[src/aqs_consts.vh]
// constants and function list for the adc queue sequencer
// Function
// - approximation resolves from msb down to lsb, one bit per step
// - after ten bits the value goes into the command's result entry
// - a table of 64 command words, each selecting one channel
// - one or two queues convert their commands in order and store results
// - queue 1 takes precedence over queue 2 when both contend
// - with both queues idle, a trigger starts its queue at once
// - queue 2 trigger during queue 1 becomes pending until queue 1 stops
// - further queue 2 triggers while pending flag a trigger overrun, except in software modes
// - queue 1 trigger during queue 2 aborts queue 2 and suspends it
// - queue 2 triggers while suspended flag a trigger overrun, except in software modes
// - suspended queue 2 resumes when queue 1 stops; resume bit picks word
// - simultaneous triggers start queue 1 and leave queue 2 pending
// - a pause bit marks the final entry of a sub-queue
// - each queue's mode selects the trigger type that starts its sub-queues
// - single or continuous scan applies to the whole queue
// - after a pause continue with next word; no sub-queue rerun early
// - trigger during an executing sub-queue is ignored; sets overrun except in software modes
// - continuous scan trigger after completion restarts at first word
// - pause word finishes its conversion, then pauses and sets pause flag
// - outside software modes, paused status is shown and a new trigger starts the next sub-queue
// - channel 63 ends the queue: completion set, idle, no conversion
// - two initial unless bypassed, then 2/4/8/16 final, then ten resolution cycles
`ifndef AQS_CONSTS_VH
`define AQS_CONSTS_VH

// ==========================================================
// register offsets
`define AQS_REG_Q1CTRL    8'h00
`define AQS_REG_Q2CTRL    8'h01
`define AQS_REG_STATUS    8'h02
`define AQS_REG_FLAGS     8'h03
`define AQS_REG_CCW_BASE  8'h40
`define AQS_REG_RES_BASE  8'h80

// ==========================================================
// command word fields
`define AQS_CCW_CHAN_LSB  0
`define AQS_CCW_CHAN_MSB  5
`define AQS_CCW_IST_LSB   6
`define AQS_CCW_IST_MSB   7
`define AQS_CCW_BYP       8
`define AQS_CCW_PAUSE     9
`define AQS_EOQ_CHAN      6'h3F

// ==========================================================
// queue control fields: mode[2:0], single-scan enable 3, resume 4, start index 11:5
`define AQS_QC_MODE_MSB   2
`define AQS_QC_SSE        3
`define AQS_QC_RESUME     4
`define AQS_QC_BQ2_LSB    5
`define AQS_QC_BQ2_MSB    11

// queue modes
`define AQS_MODE_OFF      3'h0
`define AQS_MODE_SW_SS    3'h1
`define AQS_MODE_EXT_SS   3'h2
`define AQS_MODE_TMR_SS   3'h3
`define AQS_MODE_SW_CS    3'h5
`define AQS_MODE_EXT_CS   3'h6
`define AQS_MODE_TMR_CS   3'h7

// queue status codes
`define AQS_ST_IDLE       3'h0
`define AQS_ST_ACTIVE     3'h1
`define AQS_ST_PAUSED     3'h2
`define AQS_ST_PENDING    3'h3
`define AQS_ST_SUSPEND    3'h4

// ==========================================================
// timing in converter clock cycles
`define AQS_T_INITIAL     5'h02
`define AQS_T_RESOLVE     4'hA
`define AQS_RES_BITS      10

`endif

[src/aqs_sar.v]
// successive approximation engine with sample phase timing
`timescale 1ns/1ps
`include "aqs_consts.vh"

module aqs_sar #(
    parameter BITS = `AQS_RES_BITS
) (
    // clock and reset
    input  wire            clk,
    input  wire            reset,
    // control
    input  wire            start,
    input  wire            abort,
    input  wire [1:0]      sampleSel,
    input  wire            bypass,
    // analog front end
    input  wire            compHigh,
    output reg             sampleAmp,
    output reg             sampleDirect,
    output reg  [BITS-1:0] dacCode,
    // result
    output reg             busy,
    output reg             done,
    output reg  [BITS-1:0] result
);
    // ==========================================================
    // phase machine
    localparam PH_IDLE = 2'h0;
    localparam PH_INIT = 2'h1;
    localparam PH_FINAL = 2'h2;
    localparam PH_RES  = 2'h3;

    reg [1:0]      phase;
    reg [4:0]      count;
    reg [BITS-1:0] trial;
    reg [BITS-1:0] acc;
    wire [4:0]     finalLen = 5'h02 << sampleSel;

    always @(posedge clk) begin
        done <= 1'b0;
        if (reset || abort) begin
            phase        <= PH_IDLE;
            count        <= 5'h00;
            trial        <= {BITS{1'b0}};
            acc          <= {BITS{1'b0}};
            busy         <= 1'b0;
            sampleAmp    <= 1'b0;
            sampleDirect <= 1'b0;
            dacCode      <= {BITS{1'b0}};
            if (reset) begin
                result <= {BITS{1'b0}};
            end
        end else begin
            case (phase)
                PH_IDLE: begin
                    if (start) begin
                        busy <= 1'b1;
                        // bypass skips the buffered phase; final sample takes its place
                        if (bypass) begin
                            phase        <= PH_FINAL;
                            count        <= finalLen;
                            sampleDirect <= 1'b1;
                        end else begin
                            phase     <= PH_INIT;
                            count     <= `AQS_T_INITIAL;
                            sampleAmp <= 1'b1;
                        end
                    end
                end
                PH_INIT: begin
                    if (count == 5'h01) begin
                        phase        <= PH_FINAL;
                        count        <= finalLen;
                        sampleAmp    <= 1'b0;
                        sampleDirect <= 1'b1;
                    end else begin
                        count <= count - 5'h01;
                    end
                end
                PH_FINAL: begin
                    if (count == 5'h01) begin
                        phase        <= PH_RES;
                        sampleDirect <= 1'b0;
                        trial        <= {1'b1, {(BITS-1){1'b0}}};
                        acc          <= {BITS{1'b0}};
                        dacCode      <= {1'b1, {(BITS-1){1'b0}}};
                    end else begin
                        count <= count - 5'h01;
                    end
                end
                PH_RES: begin
                    // one decision per cycle, ten cycles total
                    if (compHigh) begin
                        acc <= acc | trial;
                    end
                    trial   <= trial >> 1;
                    dacCode <= (compHigh ? (acc | trial) : acc) | (trial >> 1);
                    if (trial[0]) begin
                        phase  <= PH_IDLE;
                        busy   <= 1'b0;
                        done   <= 1'b1;
                        result <= compHigh ? (acc | trial) : acc;
                    end
                end
                default: phase <= PH_IDLE;
            endcase
        end
    end
endmodule

[src/aqs_trig_sel.v]
// selects the trigger that a queue mode responds to
`timescale 1ns/1ps
`include "aqs_consts.vh"

module aqs_trig_sel (
    // mode and sources
    input  wire [2:0] mode,
    input  wire       swTrig,
    input  wire       extTrig,
    input  wire       tmrTrig,
    // outputs
    output reg        trig,
    output reg        continuous,
    output reg        softMode
);
    always @* begin
        trig       = 1'b0;
        continuous = mode[2];
        softMode   = 1'b0;
        case (mode)
            `AQS_MODE_SW_SS, `AQS_MODE_SW_CS: begin
                trig     = swTrig;
                softMode = 1'b1;
            end
            `AQS_MODE_EXT_SS, `AQS_MODE_EXT_CS: trig = extTrig;
            `AQS_MODE_TMR_SS, `AQS_MODE_TMR_CS: trig = tmrTrig;
            default: trig = 1'b0;
        endcase
    end
endmodule

[src/aqs_queue_ctrl.v]
// queue sequencer top: command table, two queues, result table, register port
//
// The plain strobed port and the placing of the registers were chosen for this implementation.
`timescale 1ns/1ps
`include "aqs_consts.vh"

module aqs_queue_ctrl #(
    parameter DEPTH = 64,
    parameter BITS  = `AQS_RES_BITS
) (
    // clock and reset
    input  wire            clk,
    input  wire            reset,
    // register port
    input  wire [7:0]      regAddr,
    input  wire [15:0]     regWrData,
    input  wire            regWrite,
    input  wire            regRead,
    output reg  [15:0]     regRdData,
    // trigger pins
    input  wire            extTrig1,
    input  wire            extTrig2,
    input  wire            tmrTrig1,
    input  wire            tmrTrig2,
    // analog front end
    input  wire            compHigh,
    output reg  [5:0]      channelSel,
    output wire            sampleAmp,
    output wire            sampleDirect,
    output wire [BITS-1:0] dacCode,
    // event outputs
    output reg             pauseEvent1,
    output reg             pauseEvent2
);
    // ==========================================================
    // storage
    reg [9:0]      ccwTable [0:DEPTH-1];
    reg [BITS-1:0] resTable [0:DEPTH-1];

    reg [11:0] q1Ctrl;
    reg [11:0] q2Ctrl;
    reg [2:0]  q1Stat;
    reg [2:0]  q2Stat;
    reg [5:0]  q1Ptr;
    reg [5:0]  q2Ptr;
    reg [5:0]  q2Sub;
    reg        q1Sse;
    reg        q2Sse;
    reg        q1Done, q2Done;
    reg        q1Pause, q2Pause;
    reg        q1Ovr, q2Ovr;
    reg        q1SwTrig, q2SwTrig;
    reg        running;
    reg        runQ2;
    reg [5:0]  runIdx;

    // ==========================================================
    // pin synchronisers
    reg [3:0] trigMeta;
    reg [3:0] trigSync;
    reg [3:0] trigLast;
    always @(posedge clk) begin
        if (reset) begin
            trigMeta <= 4'h0;
            trigSync <= 4'h0;
            trigLast <= 4'h0;
        end else begin
            trigMeta <= {tmrTrig2, tmrTrig1, extTrig2, extTrig1};
            trigSync <= trigMeta;
            trigLast <= trigSync;
        end
    end
    wire [3:0] trigRise = trigSync & ~trigLast;

    // ==========================================================
    // trigger selection per queue
    wire t1Raw, t2Raw, cont1, cont2, soft1, soft2;
    aqs_trig_sel uSel1 (
        .mode       (q1Ctrl[`AQS_QC_MODE_MSB:0]),
        .swTrig     (q1SwTrig),
        .extTrig    (trigRise[0]),
        .tmrTrig    (trigRise[2]),
        .trig       (t1Raw),
        .continuous (cont1),
        .softMode   (soft1)
    );
    aqs_trig_sel uSel2 (
        .mode       (q2Ctrl[`AQS_QC_MODE_MSB:0]),
        .swTrig     (q2SwTrig),
        .extTrig    (trigRise[1]),
        .tmrTrig    (trigRise[3]),
        .trig       (t2Raw),
        .continuous (cont2),
        .softMode   (soft2)
    );
    // single scan needs its enable; continuous runs on every trigger
    wire trig1 = t1Raw & (cont1 | q1Sse);
    wire trig2 = t2Raw & (cont2 | q2Sse);

    // ==========================================================
    // converter
    wire       sarBusy, sarDone;
    wire [BITS-1:0] sarResult;
    reg        sarStart;
    reg        sarAbort;
    wire [9:0] runWord = ccwTable[runIdx];
    wire [5:0] q2Base  = q2Ctrl[`AQS_QC_BQ2_LSB+5:`AQS_QC_BQ2_LSB];
    wire       q2Beyond = q2Ctrl[`AQS_QC_BQ2_MSB];

    aqs_sar #(.BITS(BITS)) uSar (
        .clk          (clk),
        .reset        (reset),
        .start        (sarStart),
        .abort        (sarAbort),
        .sampleSel    (runWord[`AQS_CCW_IST_MSB:`AQS_CCW_IST_LSB]),
        .bypass       (runWord[`AQS_CCW_BYP]),
        .compHigh     (compHigh),
        .sampleAmp    (sampleAmp),
        .sampleDirect (sampleDirect),
        .dacCode      (dacCode),
        .busy         (sarBusy),
        .done         (sarDone),
        .result       (sarResult)
    );
    always @(posedge clk) begin
        if (reset) begin
            channelSel <= 6'h00;
        end else begin
            channelSel <= runWord[`AQS_CCW_CHAN_MSB:`AQS_CCW_CHAN_LSB];
        end
    end

    // end of queue test, shared by both queues
    function isEnd;
        input [5:0] idx;
        input       forQ1;
        begin
            isEnd = (ccwTable[idx][5:0] == `AQS_EOQ_CHAN) ||
                    (forQ1 && !q2Beyond && idx == q2Base);
        end
    endfunction

    // ==========================================================
    // queue sequencing
    wire q1Exec = running && !runQ2;
    wire q2Exec = running && runQ2;
    wire q1Ready = (q1Stat == `AQS_ST_PENDING);
    wire q2Ready = (q2Stat == `AQS_ST_PENDING) || (q2Stat == `AQS_ST_SUSPEND);
    wire lastBit = (runIdx == 6'h3F);

    always @(posedge clk) begin
        sarStart    <= 1'b0;
        sarAbort    <= 1'b0;
        pauseEvent1 <= 1'b0;
        pauseEvent2 <= 1'b0;
        if (reset) begin
            q1Stat  <= `AQS_ST_IDLE;
            q2Stat  <= `AQS_ST_IDLE;
            q1Ptr   <= 6'h00;
            q2Ptr   <= 6'h00;
            q2Sub   <= 6'h00;
            q1Done  <= 1'b0;
            q2Done  <= 1'b0;
            q1Pause <= 1'b0;
            q2Pause <= 1'b0;
            q1Ovr   <= 1'b0;
            q2Ovr   <= 1'b0;
            q1Sse   <= 1'b0;
            q2Sse   <= 1'b0;
            running <= 1'b0;
            runQ2   <= 1'b0;
            runIdx  <= 6'h00;
        end else begin
            // software clear of flags; hardware sets below win
            if (regWrite && regAddr == `AQS_REG_FLAGS) begin
                q1Done  <= q1Done  & ~regWrData[0];
                q2Done  <= q2Done  & ~regWrData[1];
                q1Pause <= q1Pause & ~regWrData[2];
                q2Pause <= q2Pause & ~regWrData[3];
                q1Ovr   <= q1Ovr   & ~regWrData[4];
                q2Ovr   <= q2Ovr   & ~regWrData[5];
            end
            if (regWrite && regAddr == `AQS_REG_Q1CTRL && regWrData[`AQS_QC_SSE]) begin
                q1Sse <= 1'b1;
            end
            if (regWrite && regAddr == `AQS_REG_Q2CTRL && regWrData[`AQS_QC_SSE]) begin
                q2Sse <= 1'b1;
            end

            // queue 1 trigger handling
            if (trig1) begin
                if (q1Exec || q1Ready) begin
                    if (!soft1) q1Ovr <= 1'b1;
                end else begin
                    if (q1Stat == `AQS_ST_IDLE) q1Ptr <= 6'h00;
                    q1Stat <= `AQS_ST_PENDING;
                    if (q2Exec) begin
                        sarAbort <= 1'b1;
                        running  <= 1'b0;
                        q2Stat   <= `AQS_ST_SUSPEND;
                        q2Ptr    <= runIdx;
                    end
                end
            end

            // queue 2 trigger handling
            if (trig2) begin
                if (q2Exec || q2Ready) begin
                    if (!soft2) q2Ovr <= 1'b1;
                end else if (!(trig1 && q2Exec)) begin
                    if (q2Stat == `AQS_ST_IDLE) begin
                        q2Ptr <= q2Base;
                        q2Sub <= q2Base;
                    end
                    q2Stat <= `AQS_ST_PENDING;
                end
            end

            // dispatch: queue 1 first
            if (!running && !sarBusy && !sarAbort) begin
                if (q1Ready && !trig1) begin
                    running <= 1'b1;
                    runQ2   <= 1'b0;
                    runIdx  <= q1Ptr;
                    q1Stat  <= `AQS_ST_ACTIVE;
                end else if (q2Ready && !trig1 && !trig2 && !q1Exec) begin
                    running <= 1'b1;
                    runQ2   <= 1'b1;
                    // resume bit picks the start of the sub-queue or the aborted word
                    runIdx  <= q2Ctrl[`AQS_QC_RESUME] ? q2Ptr : q2Sub;
                    q2Stat  <= `AQS_ST_ACTIVE;
                    if (q2Beyond && q2Stat == `AQS_ST_PENDING) begin
                        running <= 1'b0;
                        q2Stat  <= `AQS_ST_IDLE;
                        q2Done  <= 1'b1;
                        q2Sse   <= 1'b0;
                    end
                end
            end else if (running && !sarBusy && !sarStart && !sarDone) begin
                // word fetched: end test or start conversion
                if (isEnd(runIdx, !runQ2)) begin
                    running <= 1'b0;
                    if (runQ2) begin
                        q2Stat <= `AQS_ST_IDLE;
                        q2Done <= 1'b1;
                        q2Sse  <= 1'b0;
                    end else begin
                        q1Stat <= `AQS_ST_IDLE;
                        q1Done <= 1'b1;
                        q1Sse  <= 1'b0;
                    end
                end else begin
                    sarStart <= 1'b1;
                end
            end else if (running && sarDone) begin
                resTable[runIdx] <= sarResult;
                runIdx <= runIdx + 6'h01;
                if (lastBit || runWord[`AQS_CCW_PAUSE] ||
                    isEnd(runIdx + 6'h01, !runQ2)) begin
                    running <= 1'b0;
                end
                if (runWord[`AQS_CCW_PAUSE]) begin
                    if (runQ2) begin
                        q2Pause     <= 1'b1;
                        pauseEvent2 <= 1'b1;
                    end else begin
                        q1Pause     <= 1'b1;
                        pauseEvent1 <= 1'b1;
                    end
                end
                if (lastBit || isEnd(runIdx + 6'h01, !runQ2)) begin
                    if (runQ2) begin
                        q2Stat <= `AQS_ST_IDLE;
                        q2Done <= 1'b1;
                        q2Sse  <= 1'b0;
                    end else begin
                        q1Stat <= `AQS_ST_IDLE;
                        q1Done <= 1'b1;
                        q1Sse  <= 1'b0;
                    end
                end else if (runWord[`AQS_CCW_PAUSE]) begin
                    // software modes re-trigger themselves past a pause
                    if (runQ2) begin
                        q2Stat <= soft2 ? `AQS_ST_PENDING : `AQS_ST_PAUSED;
                        q2Ptr  <= runIdx + 6'h01;
                        q2Sub  <= runIdx + 6'h01;
                    end else begin
                        q1Stat <= soft1 ? `AQS_ST_PENDING : `AQS_ST_PAUSED;
                        q1Ptr  <= runIdx + 6'h01;
                    end
                end
            end
        end
    end

    // ==========================================================
    // software trigger pulses and control registers
    always @(posedge clk) begin
        if (reset) begin
            q1Ctrl   <= 12'h000;
            q2Ctrl   <= 12'h7F0;
            q1SwTrig <= 1'b0;
            q2SwTrig <= 1'b0;
        end else begin
            q1SwTrig <= regWrite && regAddr == `AQS_REG_Q1CTRL && regWrData[`AQS_QC_SSE];
            q2SwTrig <= regWrite && regAddr == `AQS_REG_Q2CTRL && regWrData[`AQS_QC_SSE];
            if (regWrite && regAddr == `AQS_REG_Q1CTRL) q1Ctrl <= regWrData[11:0];
            if (regWrite && regAddr == `AQS_REG_Q2CTRL) q2Ctrl <= regWrData[11:0];
        end
    end

    // command table writes use a separate process; memory needs no reset
    always @(posedge clk) begin
        if (regWrite && regAddr[7:6] == 2'h1) begin
            ccwTable[regAddr[5:0]] <= regWrData[9:0];
        end
    end

    // ==========================================================
    // read port
    always @(posedge clk) begin
        if (reset) begin
            regRdData <= 16'h0000;
        end else if (regRead) begin
            case (regAddr[7:6])
                2'h0: begin
                    case (regAddr)
                        `AQS_REG_Q1CTRL: regRdData <= {4'h0, q1Ctrl & 12'hFF7};
                        `AQS_REG_Q2CTRL: regRdData <= {4'h0, q2Ctrl & 12'hFF7};
                        `AQS_REG_STATUS: regRdData <= {10'h000, q2Stat, q1Stat};
                        `AQS_REG_FLAGS:  regRdData <= {10'h000, q2Ovr, q1Ovr,
                                                       q2Pause, q1Pause, q2Done, q1Done};
                        default:         regRdData <= 16'h0000;
                    endcase
                end
                2'h1:    regRdData <= {6'h00, ccwTable[regAddr[5:0]]};
                2'h2:    regRdData <= {{(16-BITS){1'b0}}, resTable[regAddr[5:0]]};
                default: regRdData <= 16'h0000;
            endcase
        end else begin
            regRdData <= 16'h0000;
        end
    end
endmodule

[config.mk]
export PLATFORM = sky130hd
export DESIGN_NAME = aqs_queue_ctrl
export DESIGN_NICKNAME = d
export VERILOG_FILES = /design/src/aqs_sar.v /design/src/aqs_trig_sel.v /design/src/aqs_queue_ctrl.v
export VERILOG_INCLUDE_DIRS = /design/src /design/src/src
export SDC_FILE = /design/constraint.sdc
export NUM_CORES = 2
export LEC_CHECK = 0
export ABC_CLOCK_PERIOD_IN_PS = 4000
export BUFFER_PORTS_ARGS = -buffer_cell sky130_fd_sc_hd__buf_4
export CAP_MARGIN = 10
export CORE_ASPECT_RATIO = 0.8
export CORE_MARGIN = 10
export CORE_UTILIZATION = 40
export CTS_BUF_LIST = sky130_fd_sc_hd__clkbuf_16
export CTS_CLUSTER_SIZE = 16
export DETAILED_ROUTE_END_ITERATION = 6
export PLACE_DENSITY_LB_ADDON = 0.25
export SLEW_MARGIN = 20
export SYNTH_ARGS = -nofsm -noshare
export SYNTH_HDL_FRONTEND = slang
export SYNTH_SLANG_ARGS = --single-unit
[constraint.sdc]
create_clock -name clk -period 4 [get_ports clk]
set_clock_uncertainty 0.1 [all_clocks]
set_input_delay 0.2 -clock clk [delete_from_list [all_inputs] [get_ports clk]]
set_output_delay 0.2 -clock clk [all_outputs]
set_load 0.02 [all_outputs]
==> impl_metrics.json <==
{
  "ys_seq_elements": 1435,
  "wl_per_cell_um": 32.8,
  "leakage_uw": 0.0224,
  "post_drt_via_cell_ratio": 6.52,
  "ys_warn_count": 0,
  "worst_pin_slew_ps": 1170,
  "hold_class": "input pin to flip-flop",
  "row_count": 127,
  "place_inst": 6087,
  "portBuffers": 60,
  "yosysTopAreaCellShare_pct": 64.0,
  "setup_tns_ps": 0,
  "drc": 2,
  "regArea_sq_um": 41700,
  "violations": "DRC",
  "syn_inst": 3917,
  "fill_cells": 12800,
  "cp_slowest_stage_delay_ps": 550,
  "start_kind": "flip-flop",
  "wl_um": 210000,
  "ant_nets": 0,
  "grt_pass1_vias": 39100,
  "antenna_found_initial": 5,
  "clock_tree.root_cell": "clkbuf_16",
  "start_util_pct": 40.3,
  "worstReg2RegEnd": "q2Ptr[0]",
  "slowest_stage": "mux4_2",
  "p_switching_uw": 7080,
  "p_per_area_nw_per_um2": 440,
  "numCtsBuffers": 144,
  "worstPathCellList": "ha_2 -> clkinv_1 -> buf_4 -> mux4_2 -> a2111oi_2 -> a22oi_1 -> o2111ai_1 -> buf_4 -> o31ai_2 -> nand2b_1 -> buf_4 -> o21ai_1 -> a221oi_1",
  "clkPwrFrac_pct": 42.5,
  "pwr-share-seq_pct": 52.5,
  "clk_pin_slew_ps": 60,
  "grt_first_pass_wirelength_um": 297000,
  "outcome": "complete, but fails checks",
  "die_h_um": 368,
  "internal-power_uw": 24100,
  "grt_remaining_overflow": 0,
  "end_kind": "flip-flop",
  "synth_top_cell_by_area": "edfxtp_1",
  "multi_input_area_sq_um": 17500,
  "synth.distinct_cells": 79,
  "hold_violations": 0,
  "r2r.worst_path.cells": 13,
  "synth_commonest_cells": "1290 x edfxtp_1, 363 x a22oi_1, 242 x nor2_1",
  "ir_worst_vdd_v": 0.000295,
  "cts_tree": "built",
  "area_growth_syn_to_layout_pct": 17.2,
  "rsz0062_at_grt": "false",
  "critical-path-top-delay-family": "compound AO/OA/AOI/OAI gates",
  "setup_viol": 0,
  "crit_top_cell": "buf_4",
  "synth_ff_type": "edfxtp_1",
  "cts_buffer_depth": 3,
  "vias": 41700,
  "die_area_sq_um": 167000,
  "p_sw_share_pct": 22.7,
  "ioPinCount": 69,
  "ys_seq_area_share_pct": 68.8,
  "layoutNonFillerInstCount": 6391,
  "rrSetupSlack_ps": 150,
  "crit_cells": 13,
  "core-area_sq_um": 150000,
  "crit_arrival_ps": 4450,
  "hpwl_um": 137000,
  "final_area_sq_um": 70900,
  "gp_congestion": 1.01,
  "min_period_ps": 3850,
  "ys_top_cells_by_area": "edfxtp_1 64%, mux4_2 7.4%, dfxtp_1 4.8%",
  "insertion_delay_ps": 810,
  "drive_above_1_share_pct": 21.4,
  "startpoint": "runIdx[0]",
  "first_pass_iters": 7,
  "crit_fanout": 14,
  "nets": 4311,
  "h-tree-depth": 4,
  "grtUsageTotal_pct": 24.3,
  "synth_edf_count": 1290,
  "maxCapViolCount": 0,
  "syn_area_sq_um": 60500,
  "grt_max_degree": 80,
  "max_freq_ghz": 0.260,
  "combPwrFrac_pct": 5.0,
  "critPathKind": "flip-flop to flip-flop",
  "yosysMostFrequentCell": "edfxtp_1",
  "fp.dieW_um": 455,
  "cts_sinks": 1435,
  "synthArstFlopShare_pct": 0,
  "cp-endpoint": "q2Ptr[0]",
  "syn_area_per_cell_sq_um": 15.4,
  "timing.final.crit_share_pct": 96.3,
  "worstReg2RegStart": "runIdx[0]",
  "placed_area_sq_um": 65900,
  "timing.slew.headroom_pct": 21.3,
  "crit_buf_inv": 4,
  "slew_violations": 0,
  "drt_iter0_markers": 7081,
  "worst_ep_required_time_ps": 4600
}
[placed cells by master, fill, tap and decap left out, types with 17 or more instances in the layout]
| cell type | count |
|---|---|
| buf_12 | 45 |
| nor3_1 | 17 |
| clkinv_2 | 23 |
| a221oi_1 | 171 |
| nor2b_1 | 29 |
| a22o_1 | 160 |
| clkbuf_16 | 149 |
| nand3_1 | 85 |
| inv_1 | 52 |
| nor4_1 | 34 |
| a22oi_1 | 363 |
| nand4_1 | 50 |
| dlygate4sd3_1 | 29 |
| a21oi_1 | 91 |
| dfxtp_1 | 140 |
| mux4_2 | 200 |
| buf_4 | 439 |
| mux2i_1 | 70 |
| edfxtp_1 | 1290 |
| clkinv_1 | 28 |
| nand2_1 | 166 |
| a31oi_1 | 176 |
| o211ai_1 | 17 |
| nor2_1 | 240 |
| o21ai_0 | 48 |
[sequential cells by signal, indices dropped and copies added, names as in the netlist, 2 cells and up, named ones only]
| register | cells |
|---|---|
| ccwTable | 640 |
| channelSel | 6 |
| q1Ctrl | 11 |
| q1Ptr | 6 |
| q1Stat | 3 |
| q2Ctrl | 11 |
| q2Ptr | 6 |
| q2Stat | 3 |
| q2Sub | 6 |
| regRdData | 12 |
| resTable | 640 |
| runIdx | 6 |
| trigLast | 4 |
| trigMeta | 4 |
| trigSync | 4 |
| uSar.acc | 10 |
| uSar.count | 5 |
| uSar.dacCode | 10 |
| uSar.phase | 2 |
| uSar.result | 10 |
| uSar.trial | 10 |
[layer usage]
metal	track usage, %	wire (um)
met3	8.65	30200
met4	7.13	6160
met5	0.434	126
met1	35.7	86400
met2	33.4	86900
[how the worst min path moves through the flow]
| stage | depth (start not counted) | end | from | slack, ps |
|---|---|---|---|---|
| 2_1_floorplan | 0 | ccwTable[0][0] | regWrData[0] | 200 |
| 3_3_place_gp | 2 | trigMeta[1] | extTrig2 | 320 |
| 3_5_place_dp | 2 | trigMeta[3] | tmrTrig2 | 320 |
| 4_1_cts | 5 | regRdData[11] | regAddr[0] | 30 |
| 5_1_grt | 5 | regRdData[11] | regAddr[0] | 110 |
| 6_report | 5 | regRdData[11] | regAddr[0] | 90 |
[metrics by stage]
stage / power (uW) / hold WS [ps] / setup WS, ps / utilization, %
CTS: 31300 / 31.5 / 47.0 / 47.2
detailed placement: 18200 / 318 / 79.6 / 43.9
global placement: 18200 / 321 / 36.0 / 43.9
floorplan: 17400 / 199 / 982 / -
finish: 31200 / 91.5 / 148 / 47.2
global route: 32100 / 110 / 69.1 / 47.2
[power by group through the flow]
stage	clock network, uW	logic (uW)	registers [uW]
final	13300	1550	16400
after global routing	14000	1640	16400
after CTS	13400	1520	16400
after detailed placement	0	1490	16700
after global placement	0	1480	16700
after floorplan	0	726	16700
[layout make-up]
cell class	count	share of cell area (%)
clock inverter	116	1.25
clock buffer	149	5.26
sequential	1435	58.8
timing repair buffer	513	6.33
multi-input combinational	2158	24.8
inverter	19	0.101
tap	1999	3.53
antenna	2	0.00706
[worst reg2reg max path, cell delays in order (launching register included)]
cell and delay (ps):
dfxtp_2 370, ha_2 330, clkinv_1 90, buf_4 240, mux4_2 560, a2111oi_2 480, a22oi_1 180, o2111ai_1 280
buf_4 240, o31ai_2 140, nand2b_1 130, buf_4 230, o21ai_1 100, a221oi_1 290
[cells by family (layout without fill, tap and decap cells)]
| family | Yosys count | in the layout | share of synthesized area (%) |
|---|---|---|---|
| AOI/OAI and AO/OA | 1120 | 1120 | 13.8 |
| DFF | 1435 | 1435 | 68.8 |
| other | 1 | 6 | 0.00620 |
| xor gates and xnor gates | 15 | 15 | 0.248 |
| adders and majority gates | 7 | 7 | 0.145 |
| buffers and inverters | 327 | 797 | 2.35 |
| muxes | 280 | 280 | 8.79 |
| and+or+nand+nor | 732 | 732 | 5.86 |
[repair_timing]
item                                    CTS  global route
endpoints found under the setup margin    0            21
gates resized for setup                   0             4
endpoints found under the hold margin   719             0
buffers inserted                          0             8
hold buffers                             29             0
Power figures use the tool's default switching activity.
